[config.mk]
export PLATFORM = sky130hd
export DESIGN_NAME = gesr_core
export DESIGN_NICKNAME = d
export VERILOG_FILES = /design/src/hw/gesr_pkg.sv /design/src/hw/gesr_core.sv
export SDC_FILE = /design/constraint.sdc
export NUM_CORES = 1
export LEC_CHECK = 0
export BUFFER_PORTS_ARGS = -buffer_cell sky130_fd_sc_hd__clkbuf_2
export CORE_ASPECT_RATIO = 0.5
export CORE_MARGIN = 4
export CORE_UTILIZATION = 40
export DETAILED_ROUTE_END_ITERATION = 8
export PLACE_DENSITY = 0.89
export SYNTH_ARGS = -nofsm -noshare
export SYNTH_HDL_FRONTEND = slang
export SYNTH_SLANG_ARGS = --single-unit
[constraint.sdc]
create_clock -name clock -period 1.78 [get_ports clock]
set_input_delay 0.089 -clock clock [delete_from_list [all_inputs] [get_ports clock]]
set_output_delay 0.089 -clock clock [all_outputs]
set_load 0.03 [all_outputs]
[src/hw/gesr_pkg.sv]
// gesr_pkg: shared types and constants for the emergency stop and reset pin-state block
// assumes a single 10 MHz system clock domain; no register bus
package gesr_pkg;
  localparam int unsigned NUM_PINS       = 16;
  localparam int unsigned SYNC_STAGES    = 2;
  localparam int unsigned CLK_MHZ        = 10;
  localparam int unsigned IRST_TIME_US   = 10;
  localparam int unsigned IRST_CYCLES    = IRST_TIME_US * CLK_MHZ;
  localparam int unsigned IRST_CNT_W     = 8;
  localparam logic        SRC_SEL_A      = 1'b0;
  localparam logic        STRAP_PULLUP   = 1'b1;

  // per-pin capability flags set at integration time
  typedef struct packed {
    logic gpo_capable;    // has a general output function
    logic input_only;     // input-only or analog-overlaid input
    logic reg_pin;        // switching-regulator pin
    logic port0_adc;      // pin of port 00, analog converter may overrule
    logic dbg_can;        // debug-over-can pin
    logic jtag_tdi;       // may serve as test data input
    logic dbg_clk;        // debug clock-capable pin
  } gesr_pin_cap_s;

  // pad control toward one pin
  typedef struct packed {
    logic out_en;
    logic pull_up;
    logic pull_down;
  } gesr_pad_s;

  typedef struct packed {
    logic jtag_mode;
    logic tdi_in_use;
    logic three_pin_mode;
    logic can_phy_mode;
    logic can_msg_mode;
  } gesr_dbg_s;

  typedef enum logic [1:0] {
    GESR_IN_RESET,
    GESR_INT_RESET,
    GESR_RUN
  } gesr_phase_e;
endpackage

[src/hw/gesr_core.sv]
// gesr_core: emergency stop forcing and reset pull state of general purpose pins
// assumes all inputs synchronous to clock, except the stop inputs which are synchronised here
`timescale 1ns/1ps
`default_nettype none

// Behaviour
// enabled pins forced to input during stop; pull-up or high-z per latched strap
// global enable switches whole stop function on or off
// select picks stop input a or b as trigger
// per-pin enable bits choose pins taking part in forcing
// no forcing on input-only, analog, regulator-mode or output-less pins
// port 00 analog overrule, disable bit in special control removes it
// debug-over-can pins overruled in phy mode, not in message mode
// tdi pin ignores stop while jtag uses it as data input
// debug clock pin ignores stop in jtag or three-pin debug mode
// during power-on reset pins pull up if strap 1, high-z if 0
// strap pin has weak pull-up from start-up
// strap low: pins high-z; fixed pin high-z, analog port input disabled
// jtag reset pull-down off in leakage test, always on with test-mode 1
// service request 0 driven low during power-on reset, pulled up after
// service request 0 low continues until internal reset phase ends
// jtag data out pulled up in reset, after it high-z or pull-up per selection
// power-on reset pull-down on whenever supply monitor reports violation
// stop input synchronised; forcing releases when input drops or disabled
module gesr_core
  import gesr_pkg::*;
#(
  parameter int unsigned IRST_LEN = IRST_CYCLES
) (
  input  wire logic                          clock,
  input  wire logic                          rst_b,
  input  wire logic                          power_on_reset_n,
  input  wire logic                          pin_default_strap,
  input  wire logic                          emergency_stop_input_a,
  input  wire logic                          emergency_stop_input_b,
  input  wire logic                          stop_global_enable,
  input  wire logic                          stop_source_select,
  input  wire logic [gesr_pkg::NUM_PINS-1:0] port_emergency_stop_enable,
  input  wire logic                          port0_special_control,
  input  wire logic                          analog_converter_unit_req,
  input  wire logic                          regulator_mode,
  input  wire logic                          test_mode_pin,
  input  wire logic                          supply_violation,
  input  wire logic                          tdo_pullup_select,
  input  wire gesr_pkg::gesr_dbg_s           dbg,
  input  wire gesr_pkg::gesr_pin_cap_s [gesr_pkg::NUM_PINS-1:0] pin_cap,
  input  wire gesr_pkg::gesr_pad_s     [gesr_pkg::NUM_PINS-1:0] user_pad,
  output var  gesr_pkg::gesr_pad_s     [gesr_pkg::NUM_PINS-1:0] pad,
  output logic                               strap_pull_up,
  output logic                               jtag_reset_pull_down,
  output logic                               service_request_pin_0_low,
  output logic                               service_request_pin_0_pull_up,
  output logic                               service_request_pin_1_pull_up,
  output logic                               tdo_pull_up,
  output logic                               por_strong_pull_down,
  output logic                               stop_active
);
  import gesr_pkg::*;

  logic [SYNC_STAGES-1:0] sync_a;
  logic [SYNC_STAGES-1:0] sync_b;
  logic                   strap_latched;
  gesr_phase_e            phase;
  gesr_phase_e            next_phase;
  logic [IRST_CNT_W-1:0]  irst_cnt;
  logic [IRST_CNT_W-1:0]  next_irst_cnt;
  logic                   tdo_sel;
  logic                   next_stop;

  wire in_por     = !power_on_reset_n;
  wire irst_done  = (irst_cnt >= IRST_CNT_W'(IRST_LEN - 1));
  wire stop_src   = (stop_source_select == SRC_SEL_A) ? sync_a[SYNC_STAGES-1]
                                                      : sync_b[SYNC_STAGES-1];
  wire strap_now  = in_por ? pin_default_strap : strap_latched;
  wire in_reset   = in_por | (phase != GESR_RUN);
  wire leak_test  = in_por & !test_mode_pin;
  // one net per pin, gathered into a single pad register so no pin has its own driver process
  wire gesr_pad_s [NUM_PINS-1:0] next_pad;

  // only the last stage is read; first stage feeds nothing else
  always_ff @(posedge clock) begin
    if (!rst_b) begin
      sync_a <= '0;
      sync_b <= '0;
    end else begin
      sync_a <= {sync_a[SYNC_STAGES-2:0], emergency_stop_input_a};
      sync_b <= {sync_b[SYNC_STAGES-2:0], emergency_stop_input_b};
    end
  end

  // release on input drop or disable, no latching of the stop
  assign next_stop = stop_global_enable & stop_src;

  always_ff @(posedge clock) begin
    if (!rst_b) begin
      stop_active <= 1'b0;
    end else begin
      stop_active <= next_stop;
    end
  end

  // strap sampled each clock while reset is held, frozen at release
  always_ff @(posedge clock) begin
    if (!rst_b) begin
      strap_latched <= STRAP_PULLUP;
    end else if (in_por) begin
      strap_latched <= pin_default_strap;
    end
  end

  // tdo selection sampled while in power-on or internal reset phase
  always_ff @(posedge clock) begin
    if (!rst_b) begin
      tdo_sel <= 1'b1;
    end else if (phase != GESR_RUN) begin
      tdo_sel <= tdo_pullup_select;
    end
  end

  always_comb begin
    next_phase    = phase;
    next_irst_cnt = irst_cnt;
    unique case (phase)
      GESR_IN_RESET: begin
        next_irst_cnt = '0;
        if (!in_por) begin
          next_phase = GESR_INT_RESET;
        end
      end
      GESR_INT_RESET: begin
        next_irst_cnt = irst_cnt + IRST_CNT_W'(1);
        if (irst_done) begin
          next_phase = GESR_RUN;
        end
      end
      GESR_RUN: begin
        next_irst_cnt = '0;
      end
    endcase
    if (in_por) begin
      next_phase = GESR_IN_RESET;
    end
  end

  always_ff @(posedge clock) begin
    if (!rst_b) begin
      phase    <= GESR_IN_RESET;
      irst_cnt <= '0;
    end else begin
      phase    <= next_phase;
      irst_cnt <= next_irst_cnt;
    end
  end

  // per-pin forcing and reset defaults
  for (genvar i = 0; i < NUM_PINS; i++) begin : g_pin
    wire excluded  = pin_cap[i].input_only | !pin_cap[i].gpo_capable
                   | (pin_cap[i].reg_pin & regulator_mode);
    wire ov_adc    = pin_cap[i].port0_adc & analog_converter_unit_req
                   & !port0_special_control;
    wire ov_can    = pin_cap[i].dbg_can & dbg.can_phy_mode & !dbg.can_msg_mode;
    wire ov_tdi    = pin_cap[i].jtag_tdi & dbg.jtag_mode & dbg.tdi_in_use;
    wire ov_clk    = pin_cap[i].dbg_clk & (dbg.jtag_mode | dbg.three_pin_mode);
    wire overrule  = ov_adc | ov_can | ov_tdi | ov_clk;
    wire forced    = stop_active & port_emergency_stop_enable[i]
                   & !excluded & !overrule;
    // reset default: analog/input-only pins keep their digital input off, no pull
    wire rst_pu    = strap_now & !pin_cap[i].input_only;
    wire gesr_pad_s rst_val   = '{out_en: 1'b0, pull_up: rst_pu, pull_down: 1'b0};
    wire gesr_pad_s force_val = '{out_en: 1'b0, pull_up: strap_latched, pull_down: 1'b0};
    // reset outranks stop: pads hold the strap default until the run phase
    assign next_pad[i] = in_reset ? rst_val : (forced ? force_val : user_pad[i]);
  end

  always_ff @(posedge clock) begin
    if (!rst_b) begin
      pad <= '0;
    end else begin
      pad <= next_pad;
    end
  end

  // strap pull-up is a fixed start-up default, never released here
  assign strap_pull_up                 = 1'b1;
  assign jtag_reset_pull_down          = !leak_test;
  assign service_request_pin_0_low     = in_reset;
  assign service_request_pin_0_pull_up = !service_request_pin_0_low;
  assign service_request_pin_1_pull_up = 1'b1;
  assign tdo_pull_up                   = in_por | tdo_sel;
  assign por_strong_pull_down          = supply_violation | in_por;
endmodule

`default_nettype wire

======== Word-level counts from Yosys, hierarchy flattened ========
Index checks and enable logic that the tools add are counted.
word-level totals
  bits in registers ....................... 65
  bits of input ports ..................... 195
  output and inout bits ................... 56
  logic and storage cells ................. 468
cells by class
  add/subtract/negate cells ............... 1
  $lt $le $gt $ge ......................... 1
  equal/unequal tests ..................... 4
  muxes and demuxes ....................... 37
  bitwise operators ....................... 279
  reductions and logical operators ........ 91
operators by type and width
  operator             number
  $and 1x1->1          194
  $or 1x1->1           84
  $logic_not 1->1      70
  $mux 2               33
  $reduce_or 3->1      16
  $pmux 8 s2           1
  $add 8x1->8 const B  1
  $ge 8x7->1 const B   1
  $ne 2x2->1 const B   2
  $pmux 2 s2           1
  $reduce_and 2->1     2
  $eq 2x1->1 const B   1
  $eq 2x2->1 const B   1
  $logic_not 2->1      1
  $mux 1               2
  $reduce_bool 2->1    1
  $reduce_or 2->1      1
  $not 1->1            1

======== Longest topological paths before layout ========
Gate-level depths: netlist of run 1.
  word-level depth ........................ 9
  mapped depth ............................ 7
  gate-level depth less buffers ........... 5

======== Worst setup path after synthesis of run 1 ========
Ideal clock, no wire load.
  kind .................................... flip-flop to flip-flop
  from .................................... reg stop_active
  to ...................................... reg pad[24] (netlist bit)
  setup time .............................. 116 ps
  data arrival time ....................... 1585 ps
  data required time ...................... 1664 ps
  slack ................................... 80 ps
  stages on the path, launching flop included .. 6
  buffers on the path ..................... 1
  period minus slack after synthesis ...... 1700 ps
  path through ............................ dfxtp_1 -> clkbuf_1 -> nand4b_1 -> a2111o_1 -> or2_0 -> and3_1
on the way
  cells in the longest elaborated chain, start to end .. 4
ends and longest elaborated chain
  element                    RTL line          text
  from (decl)                gesr_core.sv:56   output logic stop_active
  from (signal assigned)     gesr_core.sv:98   stop_active <= next_stop;
  $and 1x1->1                gesr_core.sv:165  wire forced = stop_active & port_emergency_stop_enable[i]
  $and 1x1->1 (2 in series)  gesr_core.sv:166  & !excluded & !overrule;
  $reduce_or 3->1 (no line)  -
  to (signal assigned)       gesr_core.sv:179  pad <= next_pad;
  to (decl)                  gesr_core.sv:48   output var gesr_pkg::gesr_pad_s [gesr_pkg::NUM_PINS-1:0] pad,
No other way between the ends.
A chain may end at the register's enable or synchronous reset.

======== Worst setup path in the final report of run 1 ========
  from .................................... in dbg[0] (netlist bit)
  to ...................................... reg pad[19] (netlist bit)
on the way
  cells in the longest elaborated chain, start to end .. 9
ends and longest elaborated chain
  element                   RTL line          text
  from (decl)               gesr_core.sv:45   input wire gesr_pkg::gesr_dbg_s dbg,
  $logic_not 1->1           gesr_core.sv:161  wire ov_can = pin_cap[i].dbg_can & dbg.can_phy_mode & !dbg.can_msg_mode;
  $and 1x1->1               gesr_core.sv:161
  $or 1x1->1 (3 in series)  gesr_core.sv:164  wire overrule = ov_adc | ov_can | ov_tdi | ov_clk;
  $logic_not 1->1           gesr_core.sv:166
  $and 1x1->1               gesr_core.sv:166
  $mux 2 (2 in series)      gesr_core.sv:172  assign next_pad[i] = in_reset ? rst_val : (forced ? force_val : user_pad[i]);
No other way between the ends.

==> impl_results.md, run 1 <==
* Status: finished, final reports clean
* Die W at 134.4 um
* Synth top area share at 0.4074
* Num CTS Buffers at 9
* Worst Hold Class: in2reg
* Layout cells sized above 1 at 0.4371
* Critical Path RT at 1.97 ns
* Layout Nets at 828
* Synthesis Warnings at 0
* Worst setup margin at 0.1133 ns
* Final Cycle Share at 0.9363
* Syn Std Cell Area at 0.003194 sq mm
* Crit end category: flop
* Internal power at 2.850 mW
* Net Sw Frac at 0.2416
* Initial core utilization at 0.4235
* Vias in the first global route at 4253
* Fraction of registers with async set/reset at 0
* Slew at the pin closest to its max-slew limit at 1.284 ns
* Bufs on Longest Clock Path at 2
* Final setup violation count at 0
* Top Ports at 251
* Fmax at 600.0 MHz
* Root Driver: clkbuf_16
* GRT Util Overall at 0.2717
* Minimum clock period at 1.667 ns
* Clock power frac at 0.439
* CP arrival at 1.86 ns
* Die height at 71.19 um
* Core Region at 0.007542 sq mm
* Yosys reg bits at 65
* Relative slew slack at 0.1425
* Top_reg_cell synth: dfxtp_1
* Dominant cells by area after synthesis: dfxtp_1, and3_1, nand4b_1, a222oi_1, a22o_1
* DR DRC count at 0
* Most numerous cell in the Yosys netlist: dfxtp_1
* Routed WL at 13730 um
* Setup crit start kind: input port
* Pwr dens at 723.9 mW/mm^2
* Vias at 4143
* Synth unique cells at 42
* Die area at 0.009567 sq mm
* Pre-antenna DRT Iters at 6
* Clk slew on worst S/H paths at 0.05 ns
* HPWL after detailed placement at 10450 um
* Syn avg cell area at 9.127 sq um
* FP Rows at 22
* Max-Cap Viols at 0
* Slowest stage delay, CP at 0.97 ns
* Global-route wire length before repair at 20430 um
* Port Buffer Count at 248
* Crit-path slowest cell: nor2b_1
* Initial antenna violation count at 0
* Sw power at 0.9076 mW
* Combinational share of power at 0.162
* Number of synthesized flops with an enable pin at 0
* Largest net degree at the start of global routing at 60
* # diodes at 0
* Post-place setup slack at -0.1482 ns
* Unrepaired setup endpoints after global routing: false
* Max Slew Vio Count at 0
* H-tree depth at 3
* Area growth, synth to finish at 62.48%
* Cells after synthesis at 350
* Vias per inst at 5.569
* Final setup TNS at 0 ns
* CP cell instances: clkbuf_2 -> nor2b_1 -> a222oi_1 -> a31oi_1 -> o211ai_1
* Leading area contributor after synthesis: dfxtp_1
* Synth top cells by count: dfxtp_1, and3_1, nand2_1, nor2_1, nand4b_1
* Clock sinks at 65
* Tot Pwr at 3.757 mW
* Seq pwr share at 0.398
* Final hold violations at 0
* WL/cell at 18.45 um
* Dpl cells at 692
* Non-Filler Instances at 744
* Drt first-iter violations at 472
* Maximum vdd drop at 0.0004974 V
* GP Congestion at 0.9598
* Critical path type: in2reg
* Setup Skew at 0.004000 ns
* Final ANT Viol Nets at 0
* Sequential area share after synthesis at 0.4074
* Grt ovf at 0
* Clk_lat worst skew at 0.32 ns
* TritonCTS clock tree: built
* Crit Path Max Fanout at 13
* Leak Pwr at 2.690 nW
* Worst hold margin at 0.01089 ns
==> power by group through the flow <==
stage                     registers [mW]  clock network (mW)  logic, mW
after floorplan                     1.56                   0      0.190
after global placement              1.53                   0      0.523
after detailed placement            1.53                   0      0.532
after CTS                           1.50                1.67      0.599
after global routing                1.50                1.74      0.657
final                               1.50                1.65      0.610
==> worst max-delay path, delay by kind of cell <==
kind	cells	cell delay, ns
buffers and inverters	1	0.10
AND/OR/NAND/NOR	1	0.97
AO/OA/AOI/OAI	3	0.70
==> cells by family after synthesis <==
group	count (synthesis)	share of synthesized area
XOR/XNOR	4	0.01097
AO/OA/AOI/OAI	99	0.2511
adder cells (fa/ha/maj)	1	0.003916
AND/OR/NAND/NOR	148	0.2718
flip-flops	65	0.4074
multiplexers	2	0.006267
other	1	0.001174
buffers and inverters	30	0.04740
==> timing repair <==
item,in CTS,in global routing
hold endpoints to repair,37,0
setup buffers,0,0
hold buffers,37,0
setup endpoints to repair,0,3
gates resized for setup,0,2
==> metrics by stage <==
stage	utilization	area [sq um]
2_1_floorplan	-	3198
3_3_place_gp	0.6007	4531
3_5_place_dp	0.6007	4531
4_1_cts	0.6873	5184
5_1_grt	0.6881	5190
6_report	0.6881	5190
==> layout make-up <==
class,count,area (sq um)
repair buffers,295,1699
multi-input cells,256,1753
fillers,618,2352
inverters,5,18.77
clock buffers,13,270.3
well taps,108,135.1
flip-flops and latches,65,1301
clock inverters,2,12.51
==> state kept, by name (all words and copies together), names as in the netlist <==
signal         cells
pad               48
irst_cnt           8
phase              2
sync_a             2
sync_b             2
stop_active        1
strap_latched      1
tdo_sel            1
==> path summary, 6_finish.rpt <==
path,startpoint,end,slack [ns],cells past startpoint
setup reg to reg,stop_active,pad[33],0.16,5
hold reg to reg,sync_a[0],sync_a[1],0.44,1
setup / recovery,dbg[0],pad[19],0.11,5
hold / removal,user_pad[23],pad[23],0.01,2
==> per-layer routing <==
layer	global-route usage	vias to the layer above	wire [um]
met5	0	-	0
met4	0.1084	0	303
met3	0.07457	34	1181
met2	0.4789	235	6889
met1	0.3163	1961	5350
li1	-	1913	-
==> cell usage in the layout (no fill, tap or decap), drive strengths merged, types with 3 or more instances in the layout <==
cell type	synthesis	layout
dlygate4sd3	0	37
inv	5	5
dfxtp	65	65
and2	9	9
a22o	14	14
a211oi	4	4
o211ai	14	14
nor2	19	19
a21oi	3	3
nor2b	3	3
or3	4	4
nand2b	4	4
nand3b	15	15
a21o	16	16
a31oi	13	13
o21ai	3	3
nand2	26	26
buf	15	10
a222oi	13	13
nand3	9	9
o211a	11	11
clkbuf	10	261
and3	33	33
or2	4	4
nand4b	17	17
No activity file was read; power rests on OpenSTA's default activity.
==> run 2: changes to the inputs <==
Settings changed: CORE_MARGIN 4 to 2, TNS_END_PERCENT from default to 1.
==> impl_results.md, run 2 (same netlist as run 1, synthesis figures left out) <==
* HPWL after detailed placement at 9934 um (was 10450 um)
* Most common cell after layout, fill and taps aside: clkbuf_2 (unchanged)
* # diodes at 0 (unchanged)
* Fill count at 625 (was 618)
* Status: finished, final reports clean (unchanged)
* Core Region at 0.007542 sq mm (unchanged)
* Initial antenna violation count at 0 (unchanged)
* Largest net degree at the start of global routing at 60 (unchanged)
* WL/cell at 18.23 um (was 18.45 um)
* Commonest cells after routing, fill and taps aside: clkbuf_2, dfxtp_1, dlygate4sd3_1, and3_1, nand2_1 (unchanged)
* Vias at 4126 (was 4143)
* Die area at 0.008760 sq mm (was 0.009567 sq mm)
* TritonCTS clock tree: built (unchanged)
* Internal power at 3.002 mW (was 2.850 mW)
* Minimum clock period at 1.605 ns (was 1.667 ns)
* Num CTS Buffers at 9 (unchanged)
* Pwr dens at 750.5 mW/mm^2 (was 723.9 mW/mm^2)
* Initial core utilization at 0.4235 (unchanged)
* Maximum vdd drop at 0.0004748 V (was 0.0004974 V)
* Top Ports at 251 (unchanged)
* Grt ovf at 0 (unchanged)
* R2r setup slk at 0.17 ns (was 0.16 ns)
* Critical path type: reg2reg (was in2reg)
* Critical Path RT at 1.99 ns (was 1.97 ns)
* Clock power frac at 0.461 (was 0.439)
* Worst Hold Class: in2reg (unchanged)
* CP arrival at 1.82 ns (was 1.86 ns)
* Layout Nets at 829 (was 828)
* Final setup violation count at 0 (unchanged)
* Final Cycle Share at 0.9018 (was 0.9363)
* Clk_lat worst skew at 0.32 ns (about the same)
* Bufs on Longest Clock Path at 2 (unchanged)
* Net Sw Frac at 0.2339 (was 0.2416)
* Top Registers: pad x48, irst_cnt x8 (unchanged)
* FF/Latch Area at 0.001301 sq mm (unchanged)
* Final ANT Viol Nets at 0 (unchanged)
* Setup crit start kind: flop (was input port)
* Port Buffer Count at 248 (unchanged)
* Leak Pwr at 2.711 nW (was 2.690 nW)
* Die W at 130.4 um (was 134.4 um)
* Layout cells sized above 1 at 0.4373 (was 0.4371)
* Combinational share of power at 0.157 (was 0.162)
* Global-route wire length before repair at 20180 um (was 20430 um)
* Area growth, synth to finish at 63.45% (was 62.48%)
* Clock sinks at 65 (unchanged)
* GRT Util Overall at 0.3067 (was 0.2717)
* Non-Filler Instances at 746 (was 744)
* DR DRC count at 0 (unchanged)
* GP Congestion at 0.9386 (was 0.9598)
* Final hold violations at 0 (unchanged)
* Area of the multi-input gates at 0.001750 sq mm (was 0.001753 sq mm)
* Die height at 67.19 um (was 71.19 um)
* Drt first-iter violations at 450 (was 472)
* Max-Cap Viols at 0 (unchanged)
* Sw power at 0.9167 mW (was 0.9076 mW)
* Routed WL at 13600 um (was 13730 um)
* Vias per inst at 5.531 (was 5.569)
* Setup Skew at 0.004214 ns (was 0.004000 ns)
* Pre-antenna DRT Iters at 7 (was 6)
* Unrepaired setup endpoints after global routing: false (unchanged)
* Max FFs per register at 48 (unchanged)
* Dpl cells at 693 (was 692)
* Seq pwr share at 0.382 (was 0.398)
* Top reg by flops: pad (unchanged)
* Slew at the pin closest to its max-slew limit at 0.8084 ns (was 1.284 ns)
* Crit end category: flop (unchanged)
* H-tree depth at 3 (unchanged)
* Max Slew Vio Count at 0 (unchanged)
* Clk slew on worst S/H paths at 0.05 ns (about the same)
* Vias in the first global route at 4161 (was 4253)
* Crit Path Max Fanout at 8 (was 13)
* FP Rows at 22 (unchanged)
* Setup bufs post-CTS at 0 (unchanged)
* Root Driver: clkbuf_16 (unchanged)
* Relative slew slack at 0.4599 (was 0.1425)
* Fmax at 623.0 MHz (was 600.0 MHz)
* Post-Route Utilization at 0.6923 (was 0.6881)
[run 2: changes by cell type in the layout (fill, tap and decap cells not counted), sizes merged]
cell | previous run | this run
clkbuf | 261 | 262
bufinv | 0 | 1
clkinvlp | 1 | 0
buf | 10 | 11
[run 2: worst max-delay path, cell delays in order, from the launching register on]
cell and delay, ns:
dfxtp_1 0.43, buf_4 0.23, nand4b_1 0.12, a221oi_1 0.36, nand2_1 0.15, and3_1 0.22
[run 2: cell type report]
type	instances	share of cell area
Sequential cell	65	0.2492
Multi-Input combinational cell	256	0.3353
Clock inverter	2	0.006710
Tap cell	108	0.02588
Inverter	5	0.003595
Timing Repair Buffer	296	0.3269
Clock buffer	14	0.05248
[run 2: metrics by stage]
step                area, sq um  setup slack, ns  hold slack (ns)  setup TNS [ns]  power (mW)
floorplan                  3198          0.07952           0.2082               0       1.753
global placement           4538         -0.09529           0.2966         -0.8223       2.052
detailed placement         4538          -0.1564           0.3039          -2.354       2.062
CTS                        5218           0.1143         0.001604               0       3.934
global route               5221          0.08892         0.002927               0       4.063
finish                     5221           0.1748          0.01085               0       3.919
[run 2: power by group through the flow]
stage                     Clock (mW)  Combinational (mW)  Sequential (mW)
after floorplan                    0               0.190             1.56
after global placement             0               0.525             1.53
after detailed placement           0               0.534             1.53
after CTS                       1.83               0.603             1.50
after global routing            1.91               0.659             1.50
final                           1.81               0.616             1.50
[run 2: metal layers]
metal / global-route usage / vias up / wire length, um
li1: - / 1911 / -
met1: 0.3477 / 1934 / 5312
met2: 0.5524 / 237 / 6891
met3: 0.08796 / 44 / 1105
met4: 0.1316 / 0 / 287
met5: 0 / - / 0
[run 2: worst paths after layout]
check	startpoint	endpoint	cells after the start
worst min register to register	sync_a[0]	sync_a[1]	1
worst min-delay path	user_pad[14]	pad[14]	2
worst max register to register	stop_active	pad[17]	5
worst max-delay path	stop_active	pad[17]	5
[run 2: timing repair]
| item | CTS | global route |
|---|---|---|
| resized for setup | 0 | 2 |
| hold endpoints to repair | 37 | 0 |
| setup endpoints to repair | 0 | 7 |
| hold buffers | 37 | 0 |
